<file path="config.mk">
export PLATFORM = sky130hd
export DESIGN_NAME = rcj_repeater
export DESIGN_NICKNAME = d
export VERILOG_FILES = /design/src/rtl/rcj_pkg.sv /design/src/rtl/rcj_fifo.sv /design/src/rtl/rcj_repeater.sv
export SDC_FILE = /design/constraint.sdc
export NUM_CORES = 1
export LEC_CHECK = 0
export BUFFER_PORTS_ARGS = -buffer_cell sky130_fd_sc_hd__buf_4
export CAP_MARGIN = 20
export CORE_ASPECT_RATIO = 1.2
export CORE_MARGIN = 4
export CORE_UTILIZATION = 54
export CTS_CLUSTER_DIAMETER = 60
export DETAILED_ROUTE_END_ITERATION = 10
export PLACE_DENSITY_LB_ADDON = 0.3
export SLEW_MARGIN = 15
export SYNTH_ARGS = -nofsm -noshare
export SYNTH_HDL_FRONTEND = slang
export SYNTH_SLANG_ARGS = --single-unit
</file>
<file path="constraint.sdc">
create_clock -name clk -period 2.24 [get_ports clk]
set_clock_uncertainty 0.15 [all_clocks]
set_input_delay 0.336 -clock clk [delete_from_list [all_inputs] [get_ports clk]]
set_output_delay 0.336 -clock clk [all_outputs]
set_load 0.01 [all_outputs]
</file>
<file path="src/rtl/rcj_pkg.sv">
package rcj_pkg;
    // bit timing derived from the system clock
    localparam int CLK_PERIOD_NS = 10;
    localparam int BIT_TIME_NS = 100;
    localparam int BIT_CYC = (BIT_TIME_NS + CLK_PERIOD_NS - 1) / CLK_PERIOD_NS;
    localparam int HALF_CYC = BIT_CYC / 2;
    // lengths in bit times, then counter widths and buffer depth
    localparam int JAM_BITS = 96;
    localparam int GAP_BITS = 96;
    localparam int ALT_BITS = 62;
    localparam int CNT_W = 7;
    localparam int DIV_W = 4;
    localparam int FIFO_DEPTH = 16;
    // reset values
    localparam logic RST_LINE = 1'b0;
    localparam logic RST_PHASE = 1'b1;

    typedef enum logic [4:0] {
        RCJ_IDLE = 5'h01,
        RCJ_REPEAT = 5'h02,
        RCJ_RXCOL = 5'h04,
        RCJ_TXCOL = 5'h08,
        RCJ_GAP = 5'h10
    } rcj_state_type;
endpackage

</file>
<file path="src/rtl/rcj_fifo.sv">
`timescale 1ns/1ps
module rcj_fifo #(
    parameter int WIDTH = 1,
    parameter int DEPTH = 16
) (
    input wire logic clk,
    input wire logic resetn,
    input wire logic clear,
    input wire logic in_valid,
    output logic in_ready,
    input wire logic [WIDTH-1:0] in_data,
    output logic out_valid,
    input wire logic out_ready,
    output logic [WIDTH-1:0] out_data
);
    localparam int AW = $clog2(DEPTH);

    logic [WIDTH-1:0] mem_r [DEPTH];
    logic [AW:0] wr_r;
    logic [AW:0] rd_r;
    wire full = (wr_r[AW] != rd_r[AW]) && (wr_r[AW-1:0] == rd_r[AW-1:0]);
    wire empty = (wr_r == rd_r);
    wire push = in_valid && in_ready;
    wire pop = out_valid && out_ready;

    assign in_ready = !full;
    assign out_valid = !empty;
    assign out_data = mem_r[rd_r[AW-1:0]];

    always_ff @(posedge clk) begin
        if (push) begin
            mem_r[wr_r[AW-1:0]] <= in_data;
        end
    end

    always_ff @(posedge clk or negedge resetn) begin
        if (!resetn) begin
            wr_r <= '0;
            rd_r <= '0;
        end else if (clear) begin
            wr_r <= '0;
            rd_r <= '0;
        end else begin
            if (push) begin
                wr_r <= wr_r + 1'b1;
            end
            if (pop) begin
                rd_r <= rd_r + 1'b1;
            end
        end
    end
endmodule

</file>
<file path="src/rtl/rcj_repeater.sv">
`timescale 1ns/1ps
module rcj_repeater
    import rcj_pkg::*;
#(
    parameter int PORTS = 4,
    parameter int DEPTH = rcj_pkg::FIFO_DEPTH
) (
    input wire logic clk,
    input wire logic resetn,
    input wire logic [PORTS-1:0] rx_active,
    input wire logic [PORTS-1:0] rx_data,
    input wire logic [PORTS-1:0] col_in,
    output logic rx_ready,
    output logic [PORTS-1:0] do_line,
    output logic [PORTS-1:0] do_active,
    output logic jam_active
);
    import rcj_pkg::*;

    ////////////////////////////////////////////////////////////////////////
    // bit and half-bit enables
    logic [DIV_W-1:0] div_r;
    wire bit_tick = (div_r == '0);
    wire mid_tick = (div_r == DIV_W'(HALF_CYC));
    wire [DIV_W-1:0] div_nxt = (div_r == DIV_W'(BIT_CYC - 1)) ? '0
                                                               : div_r + 1'b1;

    always_ff @(posedge clk or negedge resetn) begin
        if (!resetn) begin
            div_r <= '0;
        end else begin
            div_r <= div_nxt;
        end
    end

    ////////////////////////////////////////////////////////////////////////
    // port decode
    rcj_state_type st_r, st_nxt;
    logic [CNT_W-1:0] cnt_r, cnt_nxt;
    logic [PORTS-1:0] src_r, src_nxt;
    logic ph_r, ph_nxt;
    logic tx_bit_r, tx_bit_nxt;
    logic tx_on_nxt;
    logic [PORTS-1:0] mask_nxt;
    logic [PORTS-1:0] line_r;
    logic [PORTS-1:0] act_r;
    logic pop;

    wire [PORTS-1:0] busy = rx_active | col_in;
    wire none_busy = (busy == '0);
    wire one_active = (rx_active != '0)
                      && ((rx_active & (rx_active - 1'b1)) == '0);
    wire others_busy = ((busy & ~src_r) != '0);
    wire src_col = ((col_in & src_r) != '0);
    wire src_on = ((rx_active & src_r) != '0);
    wire src_bit = ((rx_data & src_r) != '0);
    wire jam_done = (cnt_r >= CNT_W'(JAM_BITS - 1));
    wire gap_done = (cnt_r >= CNT_W'(GAP_BITS - 1));
    // saturates so a long collision cannot wrap
    wire [CNT_W-1:0] cnt_inc = (cnt_r == '1) ? cnt_r : cnt_r + 1'b1;

    ////////////////////////////////////////////////////////////////////////
    // elastic bit buffer between the receiving port and the senders
    wire fifo_clr = (st_r == RCJ_IDLE) || (st_r == RCJ_TXCOL)
                    || (st_r == RCJ_GAP);
    // preamble, less its first bit, and delimiter pass through the buffer unchanged
    wire fifo_wr = bit_tick && src_on
                   && ((st_r == RCJ_REPEAT) || (st_r == RCJ_RXCOL));
    wire fifo_valid;
    wire fifo_bit;

    rcj_fifo #(
        .WIDTH(1),
        .DEPTH(DEPTH)
    ) u_fifo (
        .clk(clk),
        .resetn(resetn),
        .clear(fifo_clr),
        .in_valid(fifo_wr),
        .in_ready(rx_ready),
        .in_data(src_bit),
        .out_valid(fifo_valid),
        .out_ready(pop),
        .out_data(fifo_bit)
    );

    ////////////////////////////////////////////////////////////////////////
    // repeater sequencing, evaluated once per bit time
    always_comb begin
        st_nxt = st_r;
        cnt_nxt = cnt_r;
        src_nxt = src_r;
        ph_nxt = ~ph_r;
        tx_bit_nxt = 1'b0;
        tx_on_nxt = 1'b0;
        mask_nxt = ~src_r;
        pop = 1'b0;
        unique case (st_r)
            RCJ_IDLE: begin
                // the bit seen while deciding is not buffered
                ph_nxt = RST_PHASE;
                if (!none_busy && (!one_active || col_in != '0)) begin
                    st_nxt = RCJ_TXCOL;
                    cnt_nxt = '0;
                end else if (one_active) begin
                    st_nxt = RCJ_REPEAT;
                    src_nxt = rx_active;
                    cnt_nxt = '0;
                end
            end
            RCJ_REPEAT: begin
                if (fifo_valid) begin
                    tx_on_nxt = 1'b1;
                    tx_bit_nxt = fifo_bit;
                    pop = bit_tick;
                    cnt_nxt = cnt_inc;
                end
                if (others_busy) begin
                    st_nxt = RCJ_TXCOL;
                    cnt_nxt = '0;
                    ph_nxt = RST_PHASE;
                end else if (src_col) begin
                    st_nxt = RCJ_RXCOL;
                    ph_nxt = RST_PHASE;
                end else if (!src_on && !fifo_valid) begin
                    st_nxt = RCJ_GAP;
                    cnt_nxt = '0;
                end
            end
            RCJ_RXCOL: begin
                // buffered data first, then jam up to the minimum length
                tx_on_nxt = 1'b1;
                tx_bit_nxt = fifo_valid ? fifo_bit : ph_r;
                pop = bit_tick && fifo_valid;
                cnt_nxt = cnt_inc;
                if (others_busy) begin
                    st_nxt = RCJ_TXCOL;
                    cnt_nxt = '0;
                    ph_nxt = RST_PHASE;
                end else if (jam_done && !src_on && !src_col) begin
                    st_nxt = RCJ_GAP;
                    cnt_nxt = '0;
                end
            end
            RCJ_TXCOL: begin
                // first bit one, alternating from there on
                tx_on_nxt = 1'b1;
                tx_bit_nxt = ph_r;
                mask_nxt = '1;
                cnt_nxt = cnt_inc;
                if (jam_done && none_busy) begin
                    st_nxt = RCJ_GAP;
                    cnt_nxt = '0;
                end
            end
            RCJ_GAP: begin
                // receive bits refused here, buffer held clear
                cnt_nxt = cnt_inc;
                if (gap_done) begin
                    st_nxt = RCJ_IDLE;
                end
            end
        endcase
    end

    ////////////////////////////////////////////////////////////////////////
    // state registers
    always_ff @(posedge clk or negedge resetn) begin
        if (!resetn) begin
            st_r <= RCJ_IDLE;
            cnt_r <= '0;
            src_r <= '0;
            ph_r <= RST_PHASE;
            tx_bit_r <= 1'b0;
        end else begin
            if (bit_tick) begin
                st_r <= st_nxt;
                cnt_r <= cnt_nxt;
                src_r <= src_nxt;
                ph_r <= ph_nxt;
                tx_bit_r <= tx_bit_nxt;
            end
        end
    end

    ////////////////////////////////////////////////////////////////////////
    // manchester encoder driving every enabled port
    wire [PORTS-1:0] act_nxt = mask_nxt & {PORTS{tx_on_nxt}};

    always_ff @(posedge clk or negedge resetn) begin
        if (!resetn) begin
            line_r <= {PORTS{RST_LINE}};
            act_r <= '0;
        end else if (bit_tick) begin
            act_r <= act_nxt;
            line_r <= act_nxt & {PORTS{~tx_bit_nxt}};
        end else if (mid_tick) begin
            line_r <= act_r & {PORTS{tx_bit_r}};
        end
    end

    assign do_line = line_r;
    assign do_active = act_r;
    // collision states, whichever side caused them
    assign jam_active = (st_r == RCJ_TXCOL) || (st_r == RCJ_RXCOL);
endmodule

</file>
Word-level counts from Yosys, hierarchy flattened
Memory sizes are Yosys's and may differ from the RTL's.
Index checks and enable logic that the tools add are counted.
Widths: inputs -> output; s select.
{ "classes": {"add_sub_neg": 5, "order_cmp": 1, "eq_ne": 16, "mux": 42, "bitwise_logic": 13, "n_reduce_logical": 39} }
{ "op_table": {"columns": ["cell", "n"], "rows": [
  ["$mux 7", 10],
  ["$mux 5", 13],
  ["$pmux 7 s5", 1],
  ["$and 4x4->4", 8],
  ["$pmux 5 s5", 1],
  ["$reduce_bool 4->1", 6],
  ["$mux 4", 4],
  ["$logic_and 1x1->1", 12],
  ["$logic_not 4->1", 3],
  ["$add 5x1->5 const B", 2],
  ["$mux 1", 9],
  ["$add 7x1->7 const B", 1],
  ["$eq 7x7->1 const B", 1],
  ["$ge 7x7->1 const B", 1],
  ["$logic_not 1->1", 6],
  ["$pmux 1 s3", 2],
  ["$reduce_and 6->1", 1],
  ["$reduce_bool 2->1", 3],
  ["$eq 5x1->1 const B", 1],
  ["$eq 5x2->1 const B", 1],
  ["$eq 5x3->1 const B", 1],
  ["$eq 5x4->1 const B", 1],
  ["$eq 5x5->1", 1],
  ["$eq 5x5->1 const B", 1],
  ["other kinds (18)", 26]
]} }
{ "totals": {"regBits": 40, "ramBits": 16, "inputBits": 14, "memories": 1} }
{ "memory_table": {"columns": ["name", "depth", "width", "rd", "rd_clocked_by_memory_dff", "write_ports", "line_no", "text"], "rows": [
  ["u_fifo.mem_r", 16, 1, 1, 0, 1, "rcj_fifo.sv:18", "logic [WIDTH-1:0] mem_r [DEPTH];"]
]} }

Logic depth before layout (Yosys ltp)
Gate-level depths: netlist of the first run.
{ "logic_depth": {"word_depth": 9, "mapped_depth": 8} }

Hierarchy
A second synthesis of the first run with hierarchy kept.
{ "hier_totals": {"hier_cells": 345, "area_unflattened_um2": 3553.4} }
{ "by_module_without_submodules": {"columns": ["module", "n_inst", "cells_each", "area_each_um2", "seq_area_each_um2"], "rows": [
  ["rcj_repeater", 1, 219, 2080.7, 753.2],
  ["rcj_fifo", 1, 126, 1472.7, 730.7]
]} }

Worst setup path after synthesis of the first run
Ideal clock, no wire load.
{ "synth_timing": {"kind": "register to register", "from": "register st_r[3]", "to": "register st_r[1]", "arrival_time_ns": 2.030, "slack_ns": -0.065, "path_stages_with_launch": 7, "period_less_slack_ns": 2.305, "cell_sequence": "dfrtp_1 -> nor3_1 -> nand2_1 -> a211oi_1 -> o22ai_1 -> nand4_1 -> mux2_2"} }
{ "synth_between": {"elab_chain_len": 3, "elab_cells_between_ends": 12, "cone_classes": "eq/ne: 10; mux: 1; reduce/logical: 1"} }
{ "synth_rtl": {"columns": ["element", "line_no", "text"], "rows": [
  ["start, declared", "rcj_repeater.sv:38", "rcj_state_type st_r, st_nxt;"],
  ["start signal, assigned", "rcj_repeater.sv:177", "st_r <= st_nxt;"],
  ["$eq 5x2->1, or another cell as far along", "rcj_repeater.sv:98", "unique case (st_r)"],
  ["$ne 4x3->1 (no source line), or another cell as far along", null, null],
  ["$reduce_and 6->1 (no source line)", null, null]
]} }
Several ways; a longest one is shown, not always the timed one.
A chain may end at the register's enable or synchronous reset.

Worst setup path after layout of the first run
{ "layout_timing": {"from": "register div_r[2]", "to": "memory u_fifo.mem_r[12] (enable)"} }
{ "layout_between": {"elab_chain_len": 6} }
{ "layout_rtl": {"columns": ["element", "line_no", "text"], "rows": [
  ["start, declared", "rcj_repeater.sv:22", "logic [DIV_W-1:0] div_r;"],
  ["start signal, assigned", "rcj_repeater.sv:32", "div_r <= div_nxt;"],
  ["$logic_not 4->1", "rcj_repeater.sv:23", "wire bit_tick = (div_r == '0);"],
  ["$logic_and 1x1->1", "rcj_repeater.sv:67", "wire fifo_wr = bit_tick && src_on"],
  ["$logic_and 1x1->1", "rcj_repeater.sv:68", "&& ((st_r == RCJ_REPEAT) || (st_r == RCJ_RXCOL));"],
  ["$logic_and 1x1->1", "rcj_fifo.sv:23", "wire push = in_valid && in_ready;"],
  ["$mux 1", "rcj_fifo.sv:31", "if (push) begin"],
  ["$mux 1 (implied by the code)", "rcj_fifo.sv:32", "mem_r[wr_r[AW-1:0]] <= in_data;"],
  ["end, declared", "rcj_fifo.sv:18", null]
]} }
No other way between the ends.

==> results of run 1 <==
## final timing paths
kind	to	slack [ns]	depth (start not counted)
setup / recovery	u_fifo.mem_r[12]	0.02	5
hold / removal	src_r[1]	0.18	2
setup reg to reg	u_fifo.mem_r[12]	0.02	5
hold reg to reg	do_active[1]	0.38	2
max in group asynchronous	u_fifo.rd_r[0]	1.14	2
min in group asynchronous	src_r[1]	0.40	2
## registers in the layout, summed over array words and instances (netlist names)
register / cells
cnt_r: 7
div_r: 4
do_active: 4
do_line: 4
ph_r: 1
src_r: 4
st_r: 5
tx_bit_r: 1
u_fifo.mem_r: 16
u_fifo.rd_r: 5
u_fifo.wr_r: 5
## cells in the mapped netlist (2+ instances only)
library cell  instances  share of area [%]
o22ai_1               2               0.38
a21o_1                5                1.1
o21bai_1              3               0.69
a22oi_1               9                2.1
or4_4                 3                1.0
o2111ai_1             6                1.6
nor3_1                6               0.92
and3_1                3               0.57
nor4_1                7                1.3
and3_2                2               0.46
mux2_2                9                3.1
xnor2_1               4                1.1
dfrtp_1              38                 29
or3_1                 2               0.38
buf_6                 5                1.7
xor2_1               12                3.2
mux4_2                4                2.7
ha_1                  6                2.3
nand4_1               4               0.76
nand3_1              12                1.8
nor4_4                2                1.3
a21oi_1               2               0.31
inv_1                19                2.2
nor2_1               23                2.6
a211oi_1              3               0.69
nand3b_1              2               0.46
and2_1                3               0.57
a22o_1                4                1.1
dfstp_2               2                1.6
nand2_1              32                3.7
o21ai_0              14                2.1
clkbuf_1              3               0.34
o211ai_1              5                1.1
o221ai_1              4                1.1
o31ai_1               2               0.46
edfxtp_1             16                 15
## logic make-up after synthesis
family | Yosys count | share of synthesized area, %
AOI/OAI and AO/OA | 73 | 18.41
buffers and inverters | 30 | 4.765
adders and majority gates | 7 | 2.592
and+or+nand+nor | 108 | 17.80
muxes | 15 | 6.939
DFF | 56 | 45.22
xor gates and xnor gates | 16 | 4.270
## worst register-to-register path, cell delays in order (launching register included)
cell	delay, ns
dfrtp_1	0.40
or4_4	0.64
a2111oi_4	0.23
buf_4	0.21
and3_4	0.20
and2_4	0.13
## layout by cell type (no fill, tap or decap), types with 8 or more instances in the layout
cell type and n:
buf_4 94, dfrtp_1 35, a22oi_1 9, xor2_1 8, nand3_1 8, nor2_1 21, nand2_1 29, edfxtp_1 16
mux2_2 9, o21ai_0 12, inv_1 18
## per-stage QoR
stage / TNS, ns / hold WS (ns)
after floorplan: -0.007147 / -0.1096
after CTS: -0.003128 / 0.1754
after global routing: -0.8237 / 0.1772
after detailed placement: -3.224 / 0.2085
final: 0 / 0.1800
after global placement: -1.489 / 0.1987
## report_power, final
group	leakage, nW	internal [mW]	switching (mW)	total, mW
Clock	0.0654	0.447	0.332	0.779
Sequential	0.659	1.15	0.0869	1.24
Combinational	1.23	0.504	0.555	1.06
## layout make-up
type	count	area [sq um]	area share [%]
Multi-Input combinational cell	220	1892	42.08
Sequential cell	56	1488	33.09
Timing Repair Buffer	102	812.0	18.06
Tap cell	80	100.1	2.227
Clock buffer	6	72.57	1.614
Inverter	19	71.32	1.586
Clock inverter	2	60.06	1.336
## what timing repair did
item / in CTS / in global routing
pin swaps: 9 / 22
hold buffers: 1 / 0
endpoints found under the setup margin: 32 / 37
resized for setup: 18 / 36
setup buffers: 5 / 18
endpoints found under the hold margin: 38 / 0
cloned: 1 / 0
## layer usage
layer / vias to the layer above / share of wire, %
met4: 0 / 2.8
li1: 1343 / -
met3: 21 / 2.7
met2: 62 / 55
met5: - / 0
met1: 1461 / 40
==> run summary, run 1 <==
status -> finished clean
Antenna Nets Post-Route -> 0
layout cells sized above 1 -> 45.93%
drt pass-1 iters -> 4
largest net degree at the start of global routing -> 41
WL/cell -> 18.25 um
# DRC -> 0
critical path type -> register to register
PD cells -> 683.8 mW/mm^2
EDFF count, synth -> 16
Buf/Inv on CP -> 1
CTS clk-pin slew, worst paths -> 0.11 ns
Cell Count, Final, Fillers Out -> 485
post-synthesis register bit count -> 56
Worst-Margin Slew -> 0.5354 ns
Final WS setup -> 0.02278 ns
syn_area_per_cell -> 10.76 sq um
Total Routing Usage GR -> 23.77%
Clock Sinks -> 56
VDD IR max -> 0.4706 mV
Clock Path Buffers -> 2
fin nets -> 424
WP data arrival -> 2.10 ns
Cells after Synth -> 305
root buffer cell -> clkbuf_8
Main synth FF type -> dfrtp_1
CP peak stage delay -> 0.64 ns
CTS tree -> done
layout filler cell count -> 384
final WL -> 8850 um
met2 usage in global routing -> 44.17%
Hold Crit Class -> input port to register
Crit-path slowest cell -> or4_4
final setup fails -> 0
CP top delay family -> simple AND/OR/NAND/NOR gates
Synth cell types -> 63
# rows -> 30
I/O pin cnt -> 24
chip width -> 79.17 um
sequential area share after synthesis -> 45.22%
Yosys warnings -> 0
final worst-path cycle share -> 98.98%
pre-CTS setup slack -> -0.1997 ns
global-route wire length before repair -> 13830 um
CP Data Required Time -> 2.12 ns
met1 Usage GRT -> 27.48%
Via density -> 5.953
DP HPWL -> 5894 um
M3 GR Usage -> 3.468%
fmax -> 451.0 MHz
routability congestion estimate -> 0.8636
die area -> 0.007394 sq mm
ys async rst share -> 71.43%
Initial DRC Count -> 136
syn_nets -> 325
initial antenna violation count -> 0
Final Max Tran Viols -> 0
Post-Synthesis Cell Area -> 0.003282 sq mm
worst-path cell chain -> or4_4, a2111oi_4, buf_4, and3_4, and2_4
total congestion overflow -> 0
Top Usage Layer GRT -> met2
Hold Fails Final Rpt -> 0
clock buffer count from CTS -> 5
worst r2r src -> div_r[2]
total number of H-tree levels -> 2
Port Buffers -> 23
Die Height -> 93.40 um
dpl cells -> 456
startpoint types -> register
area of the core -> 0.005781 sq mm
CP endpoint kind -> register
Pleak -> 1.951 nW
Antenna diodes -> 0
Design Power -> 3.074 mW
vias in the first global route -> 2933
Final Critical Period -> 2.217 ns
crit-path max FO -> 8
Setup crit start -> div_r[2]
starting density of the core -> 56.77%
RSZ-0062 raised after global routing -> yes
placed cell area -> 0.003951 sq mm
Clock Latency Late Sink -> 0.30 ns
final design utilization -> 77.77%
slew margin rel. -> 64.31%
Max Cap Viol -> 0
Vias -> 2887
Syn-to-layout area delta -> 36.98%
fin area -> 0.004496 sq mm
HP Start -> rx_active[1]
Power figures use the tool's default switching activity.
==> run 2: changes to the inputs <==
--- a/config.mk
+++ b/config.mk
@@ -9,11 +9,12 @@
 export CAP_MARGIN = 20
 export CORE_ASPECT_RATIO = 1.2
 export CORE_MARGIN = 4
-export CORE_UTILIZATION = 54
+export CORE_UTILIZATION = 55
 export CTS_CLUSTER_DIAMETER = 60
 export DETAILED_ROUTE_END_ITERATION = 10
 export PLACE_DENSITY_LB_ADDON = 0.3
 export SLEW_MARGIN = 15
 export SYNTH_ARGS = -nofsm -noshare
 export SYNTH_HDL_FRONTEND = slang
+export SYNTH_HIERARCHICAL = 1
 export SYNTH_SLANG_ARGS = --single-unit
==> run summary, run 2 <==
status -> finished, violations left (was finished clean)
violated checks -> setup timing
initial antenna violation count -> 0 (unchanged)
largest net degree at the start of global routing -> 41 (unchanged)
main combinational cell family by area after synthesis -> compound AO/OA/AOI/OAI gates (unchanged)
Worst-Margin Slew -> 0.5575 ns (was 0.5354 ns)
layout cells sized above 1 -> 47.13% (was 45.93%)
Final Max Tran Viols -> 0 (unchanged)
total congestion overflow -> 0 (unchanged)
top cell type's share of synthesized area -> 26.76% (was 28.97%)
footprint of the multi-input gates -> 0.002287 sq mm (was 0.001892 sq mm)
final setup fails -> 44 (was 0)
routability congestion estimate -> 0.8944 (was 0.8636)
area of the core -> 0.006167 sq mm (was 0.005781 sq mm)
CTS tree -> done (unchanged)
WP data arrival -> 2.55 ns (was 2.10 ns)
vias in the first global route -> 3412 (was 2933)
dpl cells -> 510 (was 456)
chip width -> 81.38 um (was 79.17 um)
Die Height -> 96.05 um (was 93.40 um)
Final WS setup -> -0.2551 ns (was 0.02278 ns)
starting density of the core -> 57.62% (was 56.77%)
critical path type -> register to register (unchanged)
DP HPWL -> 6624 um (was 5894 um)
post-synthesis register bit count -> 56 (unchanged)
Syn-to-layout area delta -> 43.87% (was 36.98%)
Synth cell types -> 74 (was 63)
Antenna Nets Post-Route -> 0 (unchanged)
Main synth FF type -> dfrtp_1 (unchanged)
fraction of synthesized area in multiplexers -> 8.063% (was 6.939%)
startpoint types -> register (unchanged)
Antenna diodes -> 0 (unchanged)
Clock Latency Late Sink -> 0.32 ns (was 0.30 ns)
max reg flops -> 16 (unchanged)
Pleak -> 2.186 nW (was 1.951 nW)
most frequent cells in the layout -> buf_4 (124), dfrtp_1 (33), nand2_1 (27) (was buf_4 (94), dfrtp_1 (35), nand2_1 (29))
Hold Crit Class -> input port to register (unchanged)
Final Critical Period -> 2.495 ns (was 2.217 ns)
crit-path max FO -> 5 (was 8)
root buffer cell -> clkbuf_8 (unchanged)
Max Cap Viol -> 0 (unchanged)
fin nets -> 490 (was 424)
Total Routing Usage GR -> 26.71% (was 23.77%)
Post-Synthesis Cell Area -> 0.003553 sq mm (was 0.003282 sq mm)
top-count cell post-synth -> dfrtp_1 (unchanged)
CP endpoint kind -> register (unchanged)
Vias -> 3726 (was 2887)
largest area contributor in the netlist -> dfrtp_1 (unchanged)
RSZ-0062 raised after global routing -> yes (unchanged)
syn_nets -> 365 (was 325)
Hold Fails Final Rpt -> 0 (unchanged)
Via density -> 6.738 (was 5.953)
pre-CTS setup slack -> -0.3309 ns (was -0.1997 ns)
CTS clk-pin slew, worst paths -> 0.11 ns (about the same)
EDFF count, synth -> 16 (unchanged)
ys async rst share -> 71.43% (unchanged)
syn_area_per_cell -> 10.30 sq um (was 10.76 sq um)
# rows -> 31 (was 30)
Port Buffers -> 23 (unchanged)
Yosys warnings -> 6 (was 0)
commonest non-fill, non-tap cell in the layout -> buf_4 (unchanged)
Cells after Synth -> 345 (was 305)
Cell Count, Final, Fillers Out -> 553 (was 485)
synth cell count leaders -> dfrtp_1 (38), nand2_1 (30), nor2_1 (23) (was dfrtp_1 (38), nand2_1 (32), nor2_1 (23))
post-route setup TNS -> -7.133 ns (was 0 ns)
total number of H-tree levels -> 2 (unchanged)
# DRC -> 0 (unchanged)
I/O pin cnt -> 24 (unchanged)
Reg area -> 0.001490 sq mm (was 0.001488 sq mm)
XOR/XNOR Fraction of Synth Area -> 3.204% (was 4.270%)
sequential area share after synthesis -> 41.76% (was 45.22%)
slew margin rel. -> 62.83% (was 64.31%)
synthesized-area fraction occupied by and/or/nand/nor cells -> 20.39% (was 17.80%)
die area -> 0.007816 sq mm (was 0.007394 sq mm)
Area contributors post-synth -> dfrtp_1 (27%), edfxtp_1 (14%), and3_1 (3.3%) (was dfrtp_1 (29%), edfxtp_1 (15%), nand2_1 (3.7%))
Post-Synth Adder-Cell Area -> 2.394% (was 2.592%)
Clock Sinks -> 56 (unchanged)
fmax -> 400.8 MHz (was 451.0 MHz)
final WL -> 12660 um (was 8850 um)
PD cells -> 615.0 mW/mm^2 (was 683.8 mW/mm^2)
layout filler cell count -> 310 (was 384)
drt pass-1 iters -> 5 (was 4)
Initial DRC Count -> 400 (was 136)
CP Data Required Time -> 2.29 ns (was 2.12 ns)
VDD IR max -> 0.3769 mV (was 0.4706 mV)
global-route wire length before repair -> 15950 um (was 13830 um)
Clock Path Buffers -> 2 (unchanged)
WL/cell -> 22.89 um (was 18.25 um)
clock buffer count from CTS -> 5 (unchanged)
Compound-Gate Fraction of Synth Area -> 20.63% (was 18.41%)
final worst-path cycle share -> 111.4% (was 98.98%)
run 2: cell count changes after synthesis, moves of 7 or more:
cell     delta
and3_1     +16
xor2_1      -7
nor2b_1     +8
mux2i_1     +7
inv_1      -10
a21oi_1     +9
run 2: repair_timing:
action                                 CTS  global route
setup endpoints to repair               32            50
endpoints found under the hold margin   38             0
resized for setup                       30            47
pin swaps                               13            12
hold buffers                             1             0
setup buffers                           15            20
gates cloned                             0             0
run 2: logic make-up after synthesis:
family,after synthesis
compound gates,92
xor+xnor,13
fa+ha+maj,7
buf+inv,25
flops,56
mux,23
simple gates,129
run 2: worst max-delay path, stage by stage, from the launching register on:
cell and delay, ns:
dfrtp_2 0.47, buf_6 0.13, xnor2_2 0.16, nor4_4 0.43, buf_4 0.19, buf_4 0.10, buf_4 0.10, buf_4 0.12
a32oi_4 0.16, a32oi_2 0.25, o21ai_1 0.11
run 2: routing by layer:
layer / GRT usage (%) / part of all wire (%) / vias to the layer above
met1: 29.76 / 34 / 1786
li1: - / - / 1568
met4: 13.24 / 7.2 / 0
met2: 48.85 / 51 / 272
met3: 3.933 / 7.0 / 100
met5: 0 / 0 / -
run 2: stage by stage:
stage	power, mW	instance area (sq um)	util [%]	hold slack, ns
5_1_grt	3.246	5112	82.90	0.2490
3_3_place_gp	2.030	4352	70.56	0.1972
4_1_cts	2.899	4752	77.05	0.2379
2_1_floorplan	1.689	3596	-	-0.1096
6_report	3.144	5112	82.90	0.2470
3_5_place_dp	2.056	4352	70.56	0.1986
run 2: final timing paths:
kind                               from          to  slack, ns  depth (start not counted)
max                             st_r[2]  do_line[0]      -0.26                         10
min                        rx_active[2]    src_r[2]       0.25                          3
max reg2reg                     st_r[2]  do_line[0]      -0.26                         10
min reg2reg                  do_line[1]  do_line[1]       0.36                          2
max in group asynchronous        resetn    src_r[3]       1.14                          2
min in group asynchronous        resetn    cnt_r[6]       0.38                          2
run 2: cell type report:
cell class / instances / share of cell area, %
clock buffers: 6 / 1.419
inverters: 9 / 0.7097
repair buffers: 134 / 20.80
well taps: 82 / 2.007
clock inverters: 2 / 1.175
multi-input cells: 264 / 44.74
flip-flops and latches: 56 / 29.15
run 2: power breakdown:
group	total, mW	internal, mW	switching, mW
logic	1.11	0.488	0.620
registers	1.23	1.13	0.103
clock network	0.803	0.447	0.355
==> run 3: changes to the inputs <==
--- a/config.mk
+++ b/config.mk
@@ -10,9 +10,11 @@
 export CORE_ASPECT_RATIO = 1.2
 export CORE_MARGIN = 4
 export CORE_UTILIZATION = 55
+export CTS_BUF_LIST = sky130_fd_sc_hd__clkbuf_4 sky130_fd_sc_hd__clkbuf_8 sky130_fd_sc_hd__clkbuf_16
 export CTS_CLUSTER_DIAMETER = 60
 export DETAILED_ROUTE_END_ITERATION = 10
-export PLACE_DENSITY_LB_ADDON = 0.3
+export MAX_ROUTING_LAYER = met4
+export PLACE_DENSITY_LB_ADDON = 0.08
 export SLEW_MARGIN = 15
 export SYNTH_ARGS = -nofsm -noshare
 export SYNTH_HDL_FRONTEND = slang
==> run summary, run 3 (synthesis gave the netlist of run 2 again) <==
Clock Sinks -> 56 (unchanged)
fin nets -> 472 (was 490)
die area -> 0.007816 sq mm (unchanged)
crit-path max FO -> 6 (was 5)
chip width -> 81.38 um (unchanged)
Initial DRC Count -> 238 (was 400)
routability congestion estimate -> 0.8781 (was 0.8944)
status -> finished, violations left (unchanged)
Total Routing Usage GR -> 24.54% (was 26.71%)
footprint of the multi-input gates -> 0.002181 sq mm (was 0.002287 sq mm)
critical path type -> register to register (unchanged)
Vias -> 3224 (was 3726)
Design Power -> 2.855 mW (was 3.144 mW)
# DRC -> 0 (unchanged)
CTS clk-pin slew, worst paths -> 0.10 ns (was 0.11 ns)
starting density of the core -> 57.62% (unchanged)
startpoint types -> register (unchanged)
WL/cell -> 17.61 um (was 22.89 um)
Max Cap Viol -> 0 (unchanged)
total number of H-tree levels -> 2 (unchanged)
register share of total power -> 43.0% (was 39.2%)
VDD IR max -> 0.3995 mV (was 0.3769 mV)
root buffer cell -> clkbuf_8 (unchanged)
total congestion overflow -> 0 (unchanged)
DP HPWL -> 6688 um (was 6624 um)
fin area -> 0.004848 sq mm (was 0.005112 sq mm)
fmax -> 440.1 MHz (was 400.8 MHz)
Reg area -> 0.001489 sq mm (was 0.001490 sq mm)
Syn-to-layout area delta -> 36.44% (was 43.87%)
Pleak -> 2.090 nW (was 2.186 nW)
Antenna diodes -> 0 (unchanged)
Clock Latency Late Sink -> 0.32 ns (about the same)
PD cells -> 588.9 mW/mm^2 (was 615.0 mW/mm^2)
Final Critical Period -> 2.272 ns (was 2.495 ns)
power share of the combinational group -> 36.3% (was 35.2%)
CTS tree -> done (unchanged)
vias in the first global route -> 3122 (was 3412)
max reg flops -> 16 (unchanged)
CP Data Required Time -> 2.30 ns (was 2.29 ns)
layout filler cell count -> 404 (was 310)
R2R Setup Slk -> -0.03 ns (was -0.26 ns)
RSZ-0062 raised after global routing -> yes (unchanged)
final WL -> 9419 um (was 12660 um)
Cell Count, Final, Fillers Out -> 535 (was 553)
commonest non-fill, non-tap cell in the layout -> buf_4 (unchanged)
area of the core -> 0.006167 sq mm (unchanged)
dpl cells -> 508 (was 510)
post-route setup TNS -> -0.1352 ns (was -7.133 ns)
# rows -> 31 (unchanged)
CP endpoint kind -> register (unchanged)
Psw -> 984.8 uW (was 1.078 mW)
Clock Path Buffers -> 2 (unchanged)
initial antenna violation count -> 0 (unchanged)
WP data arrival -> 2.33 ns (was 2.55 ns)
Hold Fails Final Rpt -> 0 (unchanged)
global-route wire length before repair -> 14340 um (was 15950 um)
Final WS setup -> -0.03238 ns (was -0.2551 ns)
Die Height -> 96.05 um (unchanged)
Pint -> 1.871 mW (was 2.066 mW)
clock power share -> 20.7% (was 25.5%)
Worst-Margin Slew -> 0.5137 ns (was 0.5575 ns)
Via density -> 6.026 (was 6.738)
largest net degree at the start of global routing -> 41 (unchanged)
slew margin rel. -> 65.75% (was 62.83%)
placed cell area -> 0.004337 sq mm (was 0.004352 sq mm)
Port Buffers -> 23 (unchanged)
final worst-path cycle share -> 101.4% (was 111.4%)
most frequent cells in the layout -> buf_4 (105), dfrtp_1 (34), nand2_1 (28) (was buf_4 (124), dfrtp_1 (33), nand2_1 (27))
violated checks -> setup timing (unchanged)
Hold Crit Class -> input port to register (unchanged)
Antenna Nets Post-Route -> 0 (unchanged)
Final Max Tran Viols -> 0 (unchanged)
final setup fails -> 11 (was 44)
Sw Share -> 34.49% (was 34.28%)
layout cells sized above 1 -> 41.72% (was 47.13%)
drt pass-1 iters -> 4 (was 5)
clock buffer count from CTS -> 5 (unchanged)
I/O pin cnt -> 24 (unchanged)
-- run 3: changes by cell type in the layout (fill, tap and decap cells not counted), sizes merged --
cell / delta
clkinv: +1
clkinvlp: +1
inv: +1
buf: -18
clkbuf: -1
bufinv: -2
-- run 3: final timing paths --
kind	startpoint	endpoint	cells past startpoint
min in group asynchronous	resetn	cnt_r[3]	2
setup reg to reg	st_r[2]	u_fifo/wr_r[4]	8
hold / removal	rx_active[1]	src_r[1]	2
setup / recovery	st_r[2]	u_fifo/wr_r[4]	8
max in group asynchronous	resetn	ph_r	2
hold reg to reg	do_line[1]	do_line[1]	2
-- run 3: routing by layer --
metal  vias up  part of all wire, %  track usage [%]
li1       1533                    -                -
met1      1582                   42            29.93
met2        84                   53            40.63
met3        25                  3.4            3.558
met4         0                  2.3            10.14
met5         -                    0                -
-- run 3: power by group through the flow --
stage | sequential, mW | clock, mW | combinational, mW
4_1_cts | 1.21 | 0.609 | 0.872
3_5_place_dp | 1.22 | 0 | 0.865
5_1_grt | 1.24 | 0.649 | 1.13
2_1_floorplan | 1.21 | 0 | 0.474
6_report | 1.23 | 0.590 | 1.04
3_3_place_gp | 1.22 | 0 | 0.840
-- run 3: through the flow --
step | utilization, % | hold WS, ns | worst slack [ns]
finish | 78.62 | 0.1338 | -0.03238
global route | 78.62 | 0.1250 | -0.1364
global placement | 70.32 | 0.1929 | -0.2835
floorplan | - | -0.1096 | -0.09655
detailed placement | 70.32 | 0.1887 | -0.3195
CTS | 73.44 | 0.1251 | -0.01564
-- run 3: layout make-up --
| type | count | share of cell area (%) |
|---|---|---|
| tap | 82 | 2.116 |
| timing repair buffer | 116 | 19.41 |
| clock inverter | 3 | 0.5677 |
| sequential | 56 | 30.71 |
| inverter | 9 | 0.8000 |
| multi-input combinational | 264 | 44.98 |
| clock buffer | 5 | 1.419 |
-- run 3: critical path, stage by stage (launching register included) --
cell	delay [ns]
dfrtp_2	0.48
xnor2_2	0.18
nor4_4	0.26
nand2_1	0.14
nor2_2	0.19
buf_6	0.15
nand3_1	0.09
a21oi_2	0.18
mux2_1	0.34
-- run 3: repair_timing --
item | CTS | global route
endpoints found under the hold margin | 38 | 0
hold buffers | 1 | 0
pin swaps | 6 | 18
gates resized for setup | 13 | 41
cloned | 0 | 0
endpoints found under the setup margin | 32 | 37
setup buffers | 4 | 14
